==> src/hdl/rio_regs.svh <==
// Purpose: constants for the rtc interrupt output block
// Assumes: mclk at 40 MHz; second, minute and countdown ticks arrive as mclk pulses
// Notes: every count below is in mclk cycles unless stated
// How it works
// one active-low open-drain interrupt pin, pulled low or released.
// with every source disabled the pin stays released.
// pulse_select picks pulse or level for tick and countdown; others level.
// tick, countdown, alarm, stamp and switchover flags clear on host write.
// host writes never clear watchdog_flag; only watchdog service does.
// battery_low_flag is read-only; the detector clears it.
// per_60s/per_1s enables pick none, minute or second ticks.
// tick_flag sets on minute or second increment as enabled.
// tick pulse when pulse_select is 1, else level until cleared.
// tick pulse lasts one period of the 64 Hz clock.
// countdown_irq_en enables countdown pulse or level per pulse_select.
// countdown pulse width set by source clock and loaded value n.
// loaded value zero stops the countdown, no interrupts.
// clearing tick or countdown flag ends its pulse at once.
// watchdog interrupt is a level following watchdog_flag when selected.
// alarm interrupt follows alarm_flag as a level.
// stamp interrupt follows stamp_flags as a level.
// switchover interrupt follows switchover_flag as a level.
// lowbatt interrupt follows battery_low_flag, released by flag or enable.
// pin pulled low when any enabled level or pulse is active.
`ifndef RIO_REGS_SVH
`define RIO_REGS_SVH

`define RIO_MCLK_HZ 40000000
// pulse widths as divisors of one second
`define RIO_DIV_8192 8192
`define RIO_DIV_4096 4096
`define RIO_DIV_128 128
`define RIO_DIV_64 64
`define RIO_CYC_8192 (`RIO_MCLK_HZ / `RIO_DIV_8192)
`define RIO_CYC_4096 (`RIO_MCLK_HZ / `RIO_DIV_4096)
`define RIO_CYC_128 (`RIO_MCLK_HZ / `RIO_DIV_128)
`define RIO_CYC_64 (`RIO_MCLK_HZ / `RIO_DIV_64)
// countdown source clock codes
`define RIO_SRC_4096 2'h0
`define RIO_SRC_64 2'h1
`define RIO_SRC_1 2'h2
`define RIO_SRC_60 2'h3
`define RIO_WD_OFF 2'h0

`endif

==> src/hdl/rio_pkg.sv <==
// Purpose: types shared by the rtc interrupt output block
// Assumes: nothing
// Notes: config, clear and flag groups travel as packed structs
package rio_pkg;
  typedef struct packed {
    logic tick;
    logic countdown;
    logic alarm;
    logic stamp;
    logic switchover;
  } rio_clr_t;

  typedef struct packed {
    logic per_60s_enable;
    logic per_1s_enable;
    logic pulse_select;
    logic countdown_irq_en;
    logic [1:0] watchdog_irq_select;
    logic alarm_irq_en;
    logic stamp_irq_en;
    logic switchover_irq_en;
    logic lowbatt_irq_en;
    logic [1:0] countdown_src;
  } rio_cfg_t;

  typedef struct packed {
    logic tick_flag;
    logic countdown_flag;
    logic watchdog_flag;
    logic alarm_flag;
    logic stamp_flags;
    logic switchover_flag;
    logic battery_low_flag;
  } rio_flags_t;

  typedef enum logic {RIO_IDLE, RIO_PULSE} rio_pstate_t;
endpackage

==> src/hdl/rio_irq.sv <==
// Purpose: merges rtc interrupt sources onto one open-drain low pin
// Assumes: event inputs are one-cycle mclk pulses; clears are one-cycle
// Notes: flag set wins over a clear in the same cycle
`include "rio_regs.svh"
module rio_irq #(
  parameter int WIDTH_W = 20,
  parameter int CD_W = 8
) (
  input wire logic mclk,
  input wire logic rstn,
  input rio_pkg::rio_cfg_t cfg,
  input rio_pkg::rio_clr_t host_clr,
  input wire logic sec_inc,
  input wire logic min_inc,
  input wire logic countdown_event,
  input wire logic [CD_W-1:0] countdown_value,
  input wire logic alarm_event,
  input wire logic stamp_event,
  input wire logic switchover_event,
  input wire logic watchdog_event,
  input wire logic watchdog_service,
  input wire logic battery_low,
  output rio_pkg::rio_flags_t flags,
  output logic int_out,
  output logic int_oe
);
  import rio_pkg::*;

  // ----------------------------------------------------------------
  // tick and countdown event selection
  // ----------------------------------------------------------------
  wire logic tick_event = cfg.per_1s_enable ? sec_inc
                        : (cfg.per_60s_enable & min_inc);
  wire logic cd_running = (countdown_value != '0);
  wire logic cd_set = countdown_event & cd_running;
  wire logic n_is_one = (countdown_value == {{(CD_W-1){1'b0}}, 1'b1});

  // ----------------------------------------------------------------
  // flags
  // ----------------------------------------------------------------
  rio_flags_t next_flags;
  always_comb begin
    next_flags = flags;
    // set wins over clear
    next_flags.tick_flag = tick_event | (flags.tick_flag & ~host_clr.tick);
    next_flags.countdown_flag = cd_set
      | (flags.countdown_flag & ~host_clr.countdown);
    next_flags.alarm_flag = alarm_event
      | (flags.alarm_flag & ~host_clr.alarm);
    next_flags.stamp_flags = stamp_event
      | (flags.stamp_flags & ~host_clr.stamp);
    next_flags.switchover_flag = switchover_event
      | (flags.switchover_flag & ~host_clr.switchover);
    // host clears ignored here, only service clears it
    next_flags.watchdog_flag = watchdog_event
      | (flags.watchdog_flag & ~watchdog_service);
    next_flags.battery_low_flag = battery_low;
  end

  always_ff @(posedge mclk or negedge rstn) begin
    if (!rstn) begin
      flags <= '0;
    end else begin
      flags <= next_flags;
    end
  end

  // ----------------------------------------------------------------
  // pulse widths
  // ----------------------------------------------------------------
  localparam logic [WIDTH_W-1:0] W64 = WIDTH_W'(`RIO_CYC_64);
  localparam logic [WIDTH_W-1:0] W128 = WIDTH_W'(`RIO_CYC_128);
  localparam logic [WIDTH_W-1:0] W4096 = WIDTH_W'(`RIO_CYC_4096);
  localparam logic [WIDTH_W-1:0] W8192 = WIDTH_W'(`RIO_CYC_8192);
  wire logic [WIDTH_W-1:0] cd_width =
    (cfg.countdown_src == `RIO_SRC_4096) ? (n_is_one ? W8192 : W4096) :
    (cfg.countdown_src == `RIO_SRC_64) ? (n_is_one ? W128 : W64) :
    W64;

  logic tick_pulse;
  logic cd_pulse;

  rio_pulse #(.WIDTH_W(WIDTH_W)) u_tick_pulse (
    .mclk(mclk),
    .rstn(rstn),
    .start(tick_event & cfg.pulse_select),
    .abort(host_clr.tick),
    .width(W64),
    .active(tick_pulse)
  );

  rio_pulse #(.WIDTH_W(WIDTH_W)) u_cd_pulse (
    .mclk(mclk),
    .rstn(rstn),
    .start(cd_set & cfg.pulse_select & cfg.countdown_irq_en),
    .abort(host_clr.countdown),
    .width(cd_width),
    .active(cd_pulse)
  );

  // ----------------------------------------------------------------
  // merge
  // ----------------------------------------------------------------
  wire logic tick_en = cfg.per_1s_enable | cfg.per_60s_enable;
  // both tick enables off silences a pulse already under way too
  wire logic tick_req = tick_en
    & (cfg.pulse_select ? tick_pulse : flags.tick_flag);
  wire logic cd_req = cfg.countdown_irq_en
    & (cfg.pulse_select ? cd_pulse : flags.countdown_flag);
  wire logic wd_req = (cfg.watchdog_irq_select != `RIO_WD_OFF)
    & flags.watchdog_flag;
  wire logic al_req = cfg.alarm_irq_en & flags.alarm_flag;
  wire logic ts_req = cfg.stamp_irq_en & flags.stamp_flags;
  wire logic bs_req = cfg.switchover_irq_en & flags.switchover_flag;
  wire logic bl_req = cfg.lowbatt_irq_en & flags.battery_low_flag;
  wire logic any_req = tick_req | cd_req | wd_req | al_req | ts_req
    | bs_req | bl_req;

  always_ff @(posedge mclk or negedge rstn) begin
    if (!rstn) begin
      int_oe <= 1'b0;
    end else begin
      int_oe <= any_req;
    end
  end

  // open-drain: only ever drives low
  always_ff @(posedge mclk or negedge rstn) begin
    if (!rstn) begin
      int_out <= 1'b0;
    end else begin
      int_out <= 1'b0;
    end
  end
endmodule // rio_irq

==> src/hdl/rio_pulse.sv <==
// Purpose: one interrupt pulse generator with early termination
// Assumes: width loaded on start is at least one cycle
// Notes: start wins over an abort in the same cycle
`include "rio_regs.svh"
module rio_pulse #(
  parameter int WIDTH_W = 20
) (
  input wire logic mclk,
  input wire logic rstn,
  input wire logic start,
  input wire logic abort,
  input wire logic [WIDTH_W-1:0] width,
  output logic active
);
  import rio_pkg::*;
  rio_pstate_t state;
  logic [WIDTH_W-1:0] count;
  wire logic last = (count == {{(WIDTH_W-1){1'b0}}, 1'b1});

  always_ff @(posedge mclk or negedge rstn) begin
    if (!rstn) begin
      state <= RIO_IDLE;
      count <= '0;
    end else if (start) begin
      state <= RIO_PULSE;
      count <= width;
    end else begin
      case (state)
        RIO_IDLE: count <= '0;
        RIO_PULSE: begin
          if (abort || last) begin
            state <= RIO_IDLE;
          end
          count <= count - 1'b1;
        end
        default: state <= RIO_IDLE;
      endcase
    end
  end

  assign active = (state == RIO_PULSE);
endmodule // rio_pulse

==> config.mk <==
export PLATFORM = sky130hd
export DESIGN_NAME = rio_irq
export DESIGN_NICKNAME = d
export VERILOG_FILES = /design/src/hdl/rio_pkg.sv /design/src/hdl/rio_irq.sv /design/src/hdl/rio_pulse.sv
export VERILOG_INCLUDE_DIRS = /design/src /design/src/hdl
export SDC_FILE = /design/constraint.sdc
export NUM_CORES = 1
export LEC_CHECK = 0
export BUFFER_PORTS_ARGS = -buffer_cell sky130_fd_sc_hd__buf_2
export CORE_MARGIN = 1.5
export CORE_UTILIZATION = 43
export CTS_CLUSTER_SIZE = 16
export DETAILED_ROUTE_END_ITERATION = 10
export PLACE_DENSITY = 0.65
export SLEW_MARGIN = 10
export SYNTH_ARGS = -nofsm -noshare
export SYNTH_HDL_FRONTEND = slang
export SYNTH_HIERARCHICAL = 1
export SYNTH_SLANG_ARGS = --single-unit
==> constraint.sdc <==
create_clock -name mclk -period 1.6 [get_ports mclk]
set_input_delay 0.4 -clock mclk [delete_from_list [all_inputs] [get_ports mclk]]
set_output_delay 0.4 -clock mclk [all_outputs]
set_load 0.005 [all_outputs]
Word level (Yosys, flattened, before mapping)
Cells that the tools add are included.
{"block": "classes", "div_mod_pow": 0, "magnitude_cmp": 0, "eq_ne": 4, "addsub": 2, "mux": 17, "reduce_logical": 5, "shifts": 0, "bitwise": 39, "multipliers": 0}
{"op": "20-bit 2-to-1 mux", "count": 5}
{"op": "20-bit case mux with 2 select lines", "count": 2}
{"op": "20-bit by 1-bit == test with 1-bit output, second input constant", "count": 2}
{"op": "20-bit by 1-bit subtractor with 20-bit output, second input constant", "count": 2}
{"op": "1-bit AND", "count": 18}
{"op": "14-bit 2-to-1 mux", "count": 1}
{"op": "1-bit OR", "count": 13}
{"op": "1-bit 2-to-1 mux", "count": 9}
{"op": "8-bit by 1-bit == test with 1-bit output, second input constant", "count": 1}
{"op": "1-bit NOT", "count": 8}
{"op": "8-bit nonzero test", "count": 1}
{"op": "2-bit by 1-bit == test with 1-bit output, second input constant", "count": 1}
{"op": "2-bit logical NOT", "count": 1}
{"op": "1-bit logical OR", "count": 2}
{"op": "2-bit nonzero test", "count": 1}
{"block": "totals", "ff_bits": 50, "mem_count": 0, "out_inout_bits": 9, "wordCells": 79, "romBits": 0, "ramBits": 0, "in_bits": 36, "latchBits": 0}

Logic depth before layout (Yosys ltp)
Gate-level depths: netlist of the first run.
{"block": "depth", "ltp_word": 8, "depth_mapped": 9, "ltp_nobuf": 7}

Hierarchy
Netlist of the first run, hierarchy kept.
{"module": "rio_pulse (u_tick_pulse)", "seq_area_each_um2": 525.5, "cells_each": 134, "area_per_inst_um2": 1263.7, "instances": 1}
{"module": "rio_pulse (u_cd_pulse)", "seq_area_each_um2": 525.5, "cells_each": 133, "area_per_inst_um2": 1252.5, "instances": 1}
{"module": "rio_irq", "seq_area_each_um2": 200.2, "cells_each": 51, "area_per_inst_um2": 505.5, "instances": 1}

Worst setup path before layout of the first run
No wires, ideal clock.
{"block": "synth_path", "kind": "input -> register", "startpoint": "input port countdown_value[5]", "endpoint": "register u_cd_pulse.count[16]", "arrival_time_ns": 1.868, "path_buffers": 1, "setup_ns": 0.069, "path_slack_ns": -0.337, "required_ns": 1.531, "cell_stages": 7, "cell_sequence": "nor4_4 -> nand3_1 -> and4_1 -> clkbuf_1 -> nand2b_1 -> or3_1 -> nand3_1"}
{"block": "synth_between", "elab_chain_cells": 5, "word_cells_on_any_way": 9, "classes_between": "eq/ne: 1; mux: 4; bitwise: 3; reduce/logical: 1"}
{"element": "start, declared", "line": "rio_irq.sv:16", "rtl": "input wire logic [CD_W-1:0] countdown_value,"}
{"element": "8-bit by 1-bit == test with 1-bit output / 8-bit nonzero test (equally long branches)", "line": "rio_irq.sv:36, rio_irq.sv:34"}
{"element": "20-bit 2-to-1 mux / 1-bit AND (equally long branches)", "line": "rio_irq.sv:77, rio_irq.sv:35"}
{"element": "20-bit 2-to-1 mux / 1-bit AND (equally long branches)", "line": "rio_irq.sv:77, rio_irq.sv:95"}
{"element": "20-bit 2-to-1 mux / 1-bit AND (equally long branches)", "line": "rio_irq.sv:76, rio_irq.sv:95"}
{"element": "20-bit 2-to-1 mux (*)", "line": "rio_pulse.sv:24", "rtl": "end else if (start) begin"}
{"element": "end signal, assigned", "line": "rio_pulse.sv:26", "rtl": "count <= width;"}
{"element": "end signal, assigned", "line": "rio_pulse.sv:34", "rtl": "count <= count - 1'b1;"}
{"element": "end, declared", "line": "rio_pulse.sv:17", "rtl": "logic [WIDTH_W-1:0] count;"}
Every way passes the cells marked *; elsewhere a longest branch is shown, timed or not.

Final worst setup path of the first run
{"block": "layout_path", "startpoint": "register u_tick_pulse.count[11]", "endpoint": "register u_tick_pulse.count[14]"}
{"block": "layout_between", "elab_chain_cells": 3}
{"element": "start, declared", "line": "rio_pulse.sv:17"}
{"element": "start signal, assigned", "line": "rio_pulse.sv:26"}
{"element": "start signal, assigned", "line": "rio_pulse.sv:34"}
{"element": "20-bit by 1-bit subtractor with 20-bit output", "line": "rio_pulse.sv:34"}
{"element": "20-bit case mux with 2 select lines", "line": "rio_pulse.sv:28", "rtl": "case (state)"}
{"element": "20-bit 2-to-1 mux", "line": "rio_pulse.sv:24"}
No other way between the ends.

==> results.txt, run 1 <==
----------------------------------------------------
[Final layout]
  Most common cell after layout, fill and taps aside ... buf_4
  Core utilization of the finished layout ... about two thirds
  Most frequent cells in the layout ... buf_4 (73), dfrtp_1 (48), nand2_1 (44), buf_2 (43), conb_1 (22)
  Area growth from synthesis to final layout ... 45.6%
  Number of antenna repair diodes ... 0
  NumNets Final ... approximately 500
  Fraction of final layout cells sized beyond drive strength 1 ... about 42%

[Pwr]
  Pwr dens ... ~1000 mW/mm²
  Int Power ... around 3.0 mW
  Worst ir drop on vdd ... between 0.4 and 0.5 mV
  Switching power total ... 1.57 mW
  Proportion of power drawn by the clock network ... between 20 and 25%
  Portion of total power attributed to sequential cells ... about a third
  Sw Share ... approximately a third
  Fraction of power consumed by combinational cells ... roughly 46%
  Cell leakage power ... 2.10 nW

[Critical path]
  CP max FO ... 2
  Logic depth of the worst register-to-register path ... 4
  Worst stage delay on the critical path ... approximately 540 ps
  Setup slack, reg-to-reg ... -230 ps
  Slowest stage cell on the critical path ... or4_4
  Start point of the critical path ... u_tick_pulse/count[11]
  Kind of end point of the critical path ... flop
  Worst Path Arrival ... 2090 ps
  Critical path required time ... 1850 ps
  Critical path's most frequent cell ... or4_4
  Top cell family by delay on the critical path ... simple AND/OR/NAND/NOR gates
  Cells along the critical path ... or4_4 > or3_4 > or4_4 > nand3_2
  Worst path buffer plus inverter count ... 0
  Reg-to-reg endpoint ... u_tick_pulse/count[14]
  Critical path depth in cells ... 4
  Startpoint type of the worst setup path ... flop
  Crit Path Category ... flop to flop
  Reg2Reg Launch Point ... u_tick_pulse/count[11]
  Last element of the critical path ... u_tick_pulse/count[14]

[Synth]
  Post-synthesis average cell area ... roughly 9.5 µm²
  Cells after Synth ... roughly 320
  Number of storage elements in the synthesis netlist ... 50
  Netlist area before placement ... a little over 0.003 mm²
  Synth area leader ... dfrtp_1
  Cells taking the most area after synthesis ... dfrtp_1 (41%), nand2_1 (5.5%), xor2_1 (3.8%)
  Ys Warns ... 6
  EDFF count, synth ... 0
  Sequential element share of the synthesized area ... between 40% and 50%
  Unique cell type count in the Yosys netlist ... slightly below 60
  Proportion of netlist area held by the largest area contributor ... between 40 and 50%
  Prevailing post-synth register cell ... dfrtp_1
  Share of flip-flops with an asynchronous set or reset after synthesis ... 100%

[Place]
  Count of port buffers added during placement ... between 40 and 50
  Detailed placement HPWL ... roughly 5.4 mm
  Final estimated routing congestion in global placement ... about 0.84

[Clock tree]
  Number of buffers between clock root and the deepest sink ... 2
  Level count of the clock H-tree ... 2
  Total number of clock tree sinks ... 50
  TritonCTS buffer count ... 5
  Clock Pin Slew Worst Setup and Hold Paths ... 100 ps
  Cell at the root of the clock tree ... clkbuf_8
  Clock latency of the later-clocked register in the worst-skew pair ... about 310 ps
  CTS tree ... yes

[Worst hold path]
  Cell count of the worst hold path ... 1
  Hold/Removal Path Class ... input pin to flop
  Hold_sp ... battery_low

[Timing]
  Normalized max-slew margin ... between 60 and 70%
  Post-route clock period utilization ... 115%
  Final setup violation count ... 15
  Final hold violation count ... 0
  Setup repair after global routing missed its margin ... yes
  Minimum period implied by the final worst setup slack ... between 1500 and 2000 ps
  Final number of max-transition violations ... 0
  Clock Skew ... between 7 and 8 ps
  Slew at the pin with the worst max-slew slack ... about 490 ps
  Post-Route Setup TNS ... -1120 ps
  Peak clock frequency supported by timing ... approximately 0.55 GHz
  Worst setup slack after layout ... -234 ps

[GRT]
  Pin count of the biggest net entering global routing ... 28
  Aggregate global-route resource usage ... between 20% and 30%
  Vias in the first global route ... 2719
  Global route total overflow ... 0
  Initial antenna violation count ... 0
  Global-route wire length before repair ... 12.5 mm

[Job]
  Number of maximum-capacitance violations ... 0

[Routing]
  Remaining DRCs ... 0
  Number of violations reported at the end of detailed-routing iteration 0 ... between 100 and 150
  Via count normalized by instance count ... approximately 5.2
  Count of vias placed by the detailed router ... 2890
  Average wire length per cell after detail routing ... ~14 µm
  Total length of routed wires ... approximately 8 mm
  First-pass iteration count of the detailed router ... 4
  Post-detailed-route count of antenna-violating nets ... 0

[Floorplanning]
  DIE AREA ... 0.00754 mm²
  Core region area ... ~0.0068 mm²
  Horiz. Die Dim ... around 87 µm
  Row count ... 30
  Num ports ... 45
  Starting density of the core ... between 40% and 50%
  Height of the chip ... 86.8 µm

[Run status]
  Failing checks ... negative setup slack
  Outcome ... finished, violations left

----------------------------------------------------
## cells in the mapped netlist (6+ instances only)
| library cell | n |
|---|---|
| nor4_1 | 12 |
| xor2_1 | 13 |
| inv_1 | 15 |
| nand4_1 | 8 |
| dfrtp_1 | 50 |
| xnor2_1 | 11 |
| a21o_1 | 6 |
| o21ai_0 | 21 |
| nor2_1 | 18 |
| clkbuf_1 | 7 |
| o31ai_1 | 11 |
| nand2_1 | 44 |
| nand3_1 | 13 |
## worst min path at each step
stage	slack [ps]	to
after floorplan	100	flags[0]
after global placement	320	u_cd_pulse/count[6]
after detailed placement	320	u_cd_pulse/count[6]
after CTS	180	flags[0]
after global routing	180	flags[0]
final	180	flags[0]
## state kept, by name, summed over array words and instances (netlist names)
register             count
u_cd_pulse/active        1
u_tick_pulse/count      20
flags                    7
u_tick_pulse/active      1
u_cd_pulse/count        20
int_oe                   1
## power groups by stage
| stage | combinational, mW | sequential [mW] | clock (mW) |
|---|---|---|---|
| final | 2.09 | 1.55 | 0.932 |
| after global routing | 2.25 | 1.57 | 0.999 |
| after CTS | 1.76 | 1.54 | 0.945 |
| after detailed placement | 1.59 | 1.56 | 0 |
| after global placement | 1.55 | 1.55 | 0 |
| after floorplan | 0.914 | 1.59 | 0 |
## layer usage
metal / up-vias / global-route usage (%) / wire length, µm
met2: 83 / 34.5 / 3880
met1: 1381 / 28.4 / 3610
li1: 1415 / - / -
met3: 11 / 3.05 / 392
met4: 0 / 3.96 / 123
met5: - / 0 / 0
## timing repair
item,in CTS,in global routing
endpoints found under the hold margin,11,0
cloned,0,0
hold buffers,1,0
endpoints found under the setup margin,15,28
pin swaps,13,19
resized for setup,12,40
buffers inserted,8,13
## logic make-up (layout without fill, tap and decap cells)
logic type,Yosys count,in the layout,share of synthesized area [%]
and+or+nand+nor,147,147,29.7
xor gates and xnor gates,24,24,6.96
AOI/OAI and AO/OA,57,57,13.0
other,2,22,0.249
buffers and inverters,27,152,4.47
DFF,50,50,41.4
muxes,7,7,2.53
adders and majority gates,4,4,1.66
## final cells by class
| type | count | area [µm²] |
|---|---|---|
| tap | 96 | 120 |
| multi-input combinational | 261 | 1940 |
| fill | 546 | 2390 |
| inverter | 15 | 56.3 |
| sequential | 50 | 1250 |
| clock buffer | 5 | 68.8 |
| timing repair buffer | 129 | 917 |
| clock inverter | 3 | 43.8 |
## per-stage QoR
step | area (µm²) | hold WS, ps | power (mW) | cells | setup WS (ps)
after detailed placement | 3880 | 321 | 3.14 | 530 | -264
after floorplan | 3160 | 104 | 2.50 | 338 | -198
final | 4400 | 185 | 4.57 | 559 | -234
after global routing | 4400 | 177 | 4.82 | 559 | -264
after CTS | 4120 | 181 | 4.25 | 547 | -247
after global placement | 3880 | 321 | 3.11 | 530 | -234
Note: power is estimated with default switching activity, not from simulation.
==> run 2: changes to the inputs <==
--- a/config.mk
+++ b/config.mk
@@ -12,6 +12,7 @@
 export CTS_CLUSTER_SIZE = 16
 export DETAILED_ROUTE_END_ITERATION = 10
 export PLACE_DENSITY = 0.65
+export SETUP_SLACK_MARGIN = 0.15
 export SLEW_MARGIN = 10
 export SYNTH_ARGS = -nofsm -noshare
 export SYNTH_HDL_FRONTEND = slang
==> run 2 against run 1 <==
Net effect: the flow still finishes with violations (negative setup slack); critical endpoint unchanged; clock skew is 0.97 ps lower; sequential share of layout area is 1.3 points lower; critical path type unchanged; via count is 1.4% higher; sequential power hardly changed; register-to-register slack got worse by 20 ps; largest cell class unchanged; clock power fell by 3.6%; final area up 4.6%; global-route usage is 1.8 points higher; count of clock-buffer cells in the layout is 2 higher.
==> results.txt, run 2 (same netlist as run 1, synthesis figures left out) <==
----------------------------------------------------
[Final layout]
  NumNets Final ... between 500 and 600
  Post-route non-filler standard cell count ... around 570
  Most frequent cells in the layout ... buf_4 (68), dfrtp_1 (49), buf_2 (43), nand2_1 (41), buf_6 (26)
  Number of antenna repair diodes ... 0
  Most common cell after layout, fill and taps aside ... buf_4
  Fraction of final layout cells sized beyond drive strength 1 ... between 40% and 50%
  Area growth from synthesis to final layout ... 52.3%
  Leading registers by flop count ... u_cd_pulse/count (20), u_tick_pulse/count (20), flags (7)

[GRT]
  Pin count of the biggest net entering global routing ... 51
  Global-route wire length before repair ... between 10 and 15 mm
  Aggregate global-route resource usage ... between 20% and 30%
  Vias in the first global route ... 2799
  Initial antenna violation count ... 0
  Global route total overflow ... 0

[Routing]
  Average wire length per cell after detail routing ... 14.6 µm
  Number of violations reported at the end of detailed-routing iteration 0 ... 114
  First-pass iteration count of the detailed router ... 5
  Count of vias placed by the detailed router ... around 2900
  Remaining DRCs ... 0
  Via count normalized by instance count ... 5.16
  Total length of routed wires ... 8.28 mm
  Post-detailed-route count of antenna-violating nets ... 0

[Critical path]
  Cells along the critical path ... or4_4 > or3_4 > or4_1 > nand3_1
  Crit Path Category ... flop to flop
  Worst stage delay on the critical path ... about 570 ps
  Slowest stage cell on the critical path ... or4_4
  Reg-to-reg endpoint ... u_tick_pulse/count[14]
  Critical path required time ... about 1900 ps
  CP max FO ... 3
  Worst Path Arrival ... approximately 2100 ps
  Worst path buffer plus inverter count ... 0
  Reg2Reg Launch Point ... u_tick_pulse/count[8]
  Startpoint type of the worst setup path ... flop
  Kind of end point of the critical path ... flop
  Top cell family by delay on the critical path ... simple AND/OR/NAND/NOR gates
  Setup slack, reg-to-reg ... -250 ps
  Logic depth of the worst register-to-register path ... 4

[Place]
  Cell count after placement ... 531
  Final estimated routing congestion in global placement ... 0.804
  Detailed placement HPWL ... 5.26 mm
  Count of port buffers added during placement ... 43

[Run status]
  Outcome ... finished, violations left
  Failing checks ... negative setup slack

[Clock tree]
  Cell at the root of the clock tree ... clkbuf_8
  CTS hold repair buffers ... 0
  CTS tree ... yes
  Level count of the clock H-tree ... 2
  TritonCTS buffer count ... 5
  Clock Pin Slew Worst Setup and Hold Paths ... 90 ps
  Number of buffers between clock root and the deepest sink ... 2
  Clock latency of the later-clocked register in the worst-skew pair ... between 300 and 400 ps
  Total number of clock tree sinks ... 50

[Pwr]
  Worst ir drop on vdd ... around 0.6 mV
  Cell leakage power ... between 2 and 2.5 nW
  Pwr dens ... roughly 1100 mW/mm²

[Timing]
  Post-Route Setup TNS ... -1960 ps
  Post-route clock period utilization ... 116%
  Clock Skew ... 6.26 ps
  Peak clock frequency supported by timing ... about 0.54 GHz
  Worst setup slack after layout ... -250 ps
  Final hold violation count ... 0
  Min Hold Slack ... around 65 ps
  Final number of max-transition violations ... 0
  Minimum period implied by the final worst setup slack ... about 1800 ps
  Setup repair after global routing missed its margin ... yes
  Final setup violation count ... 23

[Floorplanning]
  Height of the chip ... between 80 and 90 µm
  Row count ... 30
  Starting density of the core ... 44.5%
  Core region area ... about 0.0068 mm²
  Num ports ... 45
  DIE AREA ... 0.00754 mm²
  Horiz. Die Dim ... 86.8 µm

[Job]
  Number of maximum-capacitance violations ... 0

[Worst hold path]
  Hold/Removal Path Class ... input pin to asynchronous set/reset pin

----------------------------------------------------
## run 2: where the power goes
group	leakage (nW)	internal, mW	switching (mW)
Sequential	0.646	1.41	0.144
Clock	0.0524	0.469	0.430
Combinational	1.48	1.31	1.07
Total	2.18	3.19	1.65
## run 2: area by class of cell
class | instances | area, µm²
Inverter | 15 | 56.3
Tap cell | 96 | 120
Sequential cell | 50 | 1250
Timing Repair Buffer | 138 | 1040
Multi-Input combinational cell | 261 | 2030
Fill cell | 536 | 2190
Clock buffer | 7 | 76.3
Clock inverter | 1 | 30.0
## run 2: what timing repair did
item                       in CTS  in global routing
pin swaps                      38                 25
resized for setup              50                 26
setup buffers                  20                  9
setup endpoints to repair      31                 36
## run 2: through the flow
step	cell area (µm²)	power [mW]	setup slack, ps	utilization [%]
2_1_floorplan	3220	2.57	-198	-
3_3_place_gp	3940	3.19	-203	58.0
3_5_place_dp	3940	3.22	-239	58.0
4_1_cts	4400	4.56	-245	64.8
5_1_grt	4600	5.11	-319	67.7
6_report	4600	4.83	-250	67.7
## run 2: per-layer routing
layer / vias up / GRT usage (%) / part of all wire, %
met5: - / 0 / 0
met4: 0 / 7.33 / 1.2
met3: 12 / 3.62 / 2.7
met2: 54 / 39.7 / 54
met1: 1433 / 27.6 / 43
li1: 1431 / - / -
## run 2: worst max-delay path by stage
stage	startpoint	endpoint	slack, ps	cells after the start
finish	u_tick_pulse/count[8]	u_tick_pulse/count[14]	-250	4
global route	u_tick_pulse/count[8]	u_tick_pulse/count[14]	-320	4
CTS	u_tick_pulse/count[11]	u_tick_pulse/count[14]	-250	4
detailed placement	countdown_value[6]	u_cd_pulse/count[15]	-240	7
global placement	u_tick_pulse/count[11]	u_tick_pulse/count[14]	-200	4
floorplan	u_tick_pulse/count[11]	u_tick_pulse/count[14]	-200	4
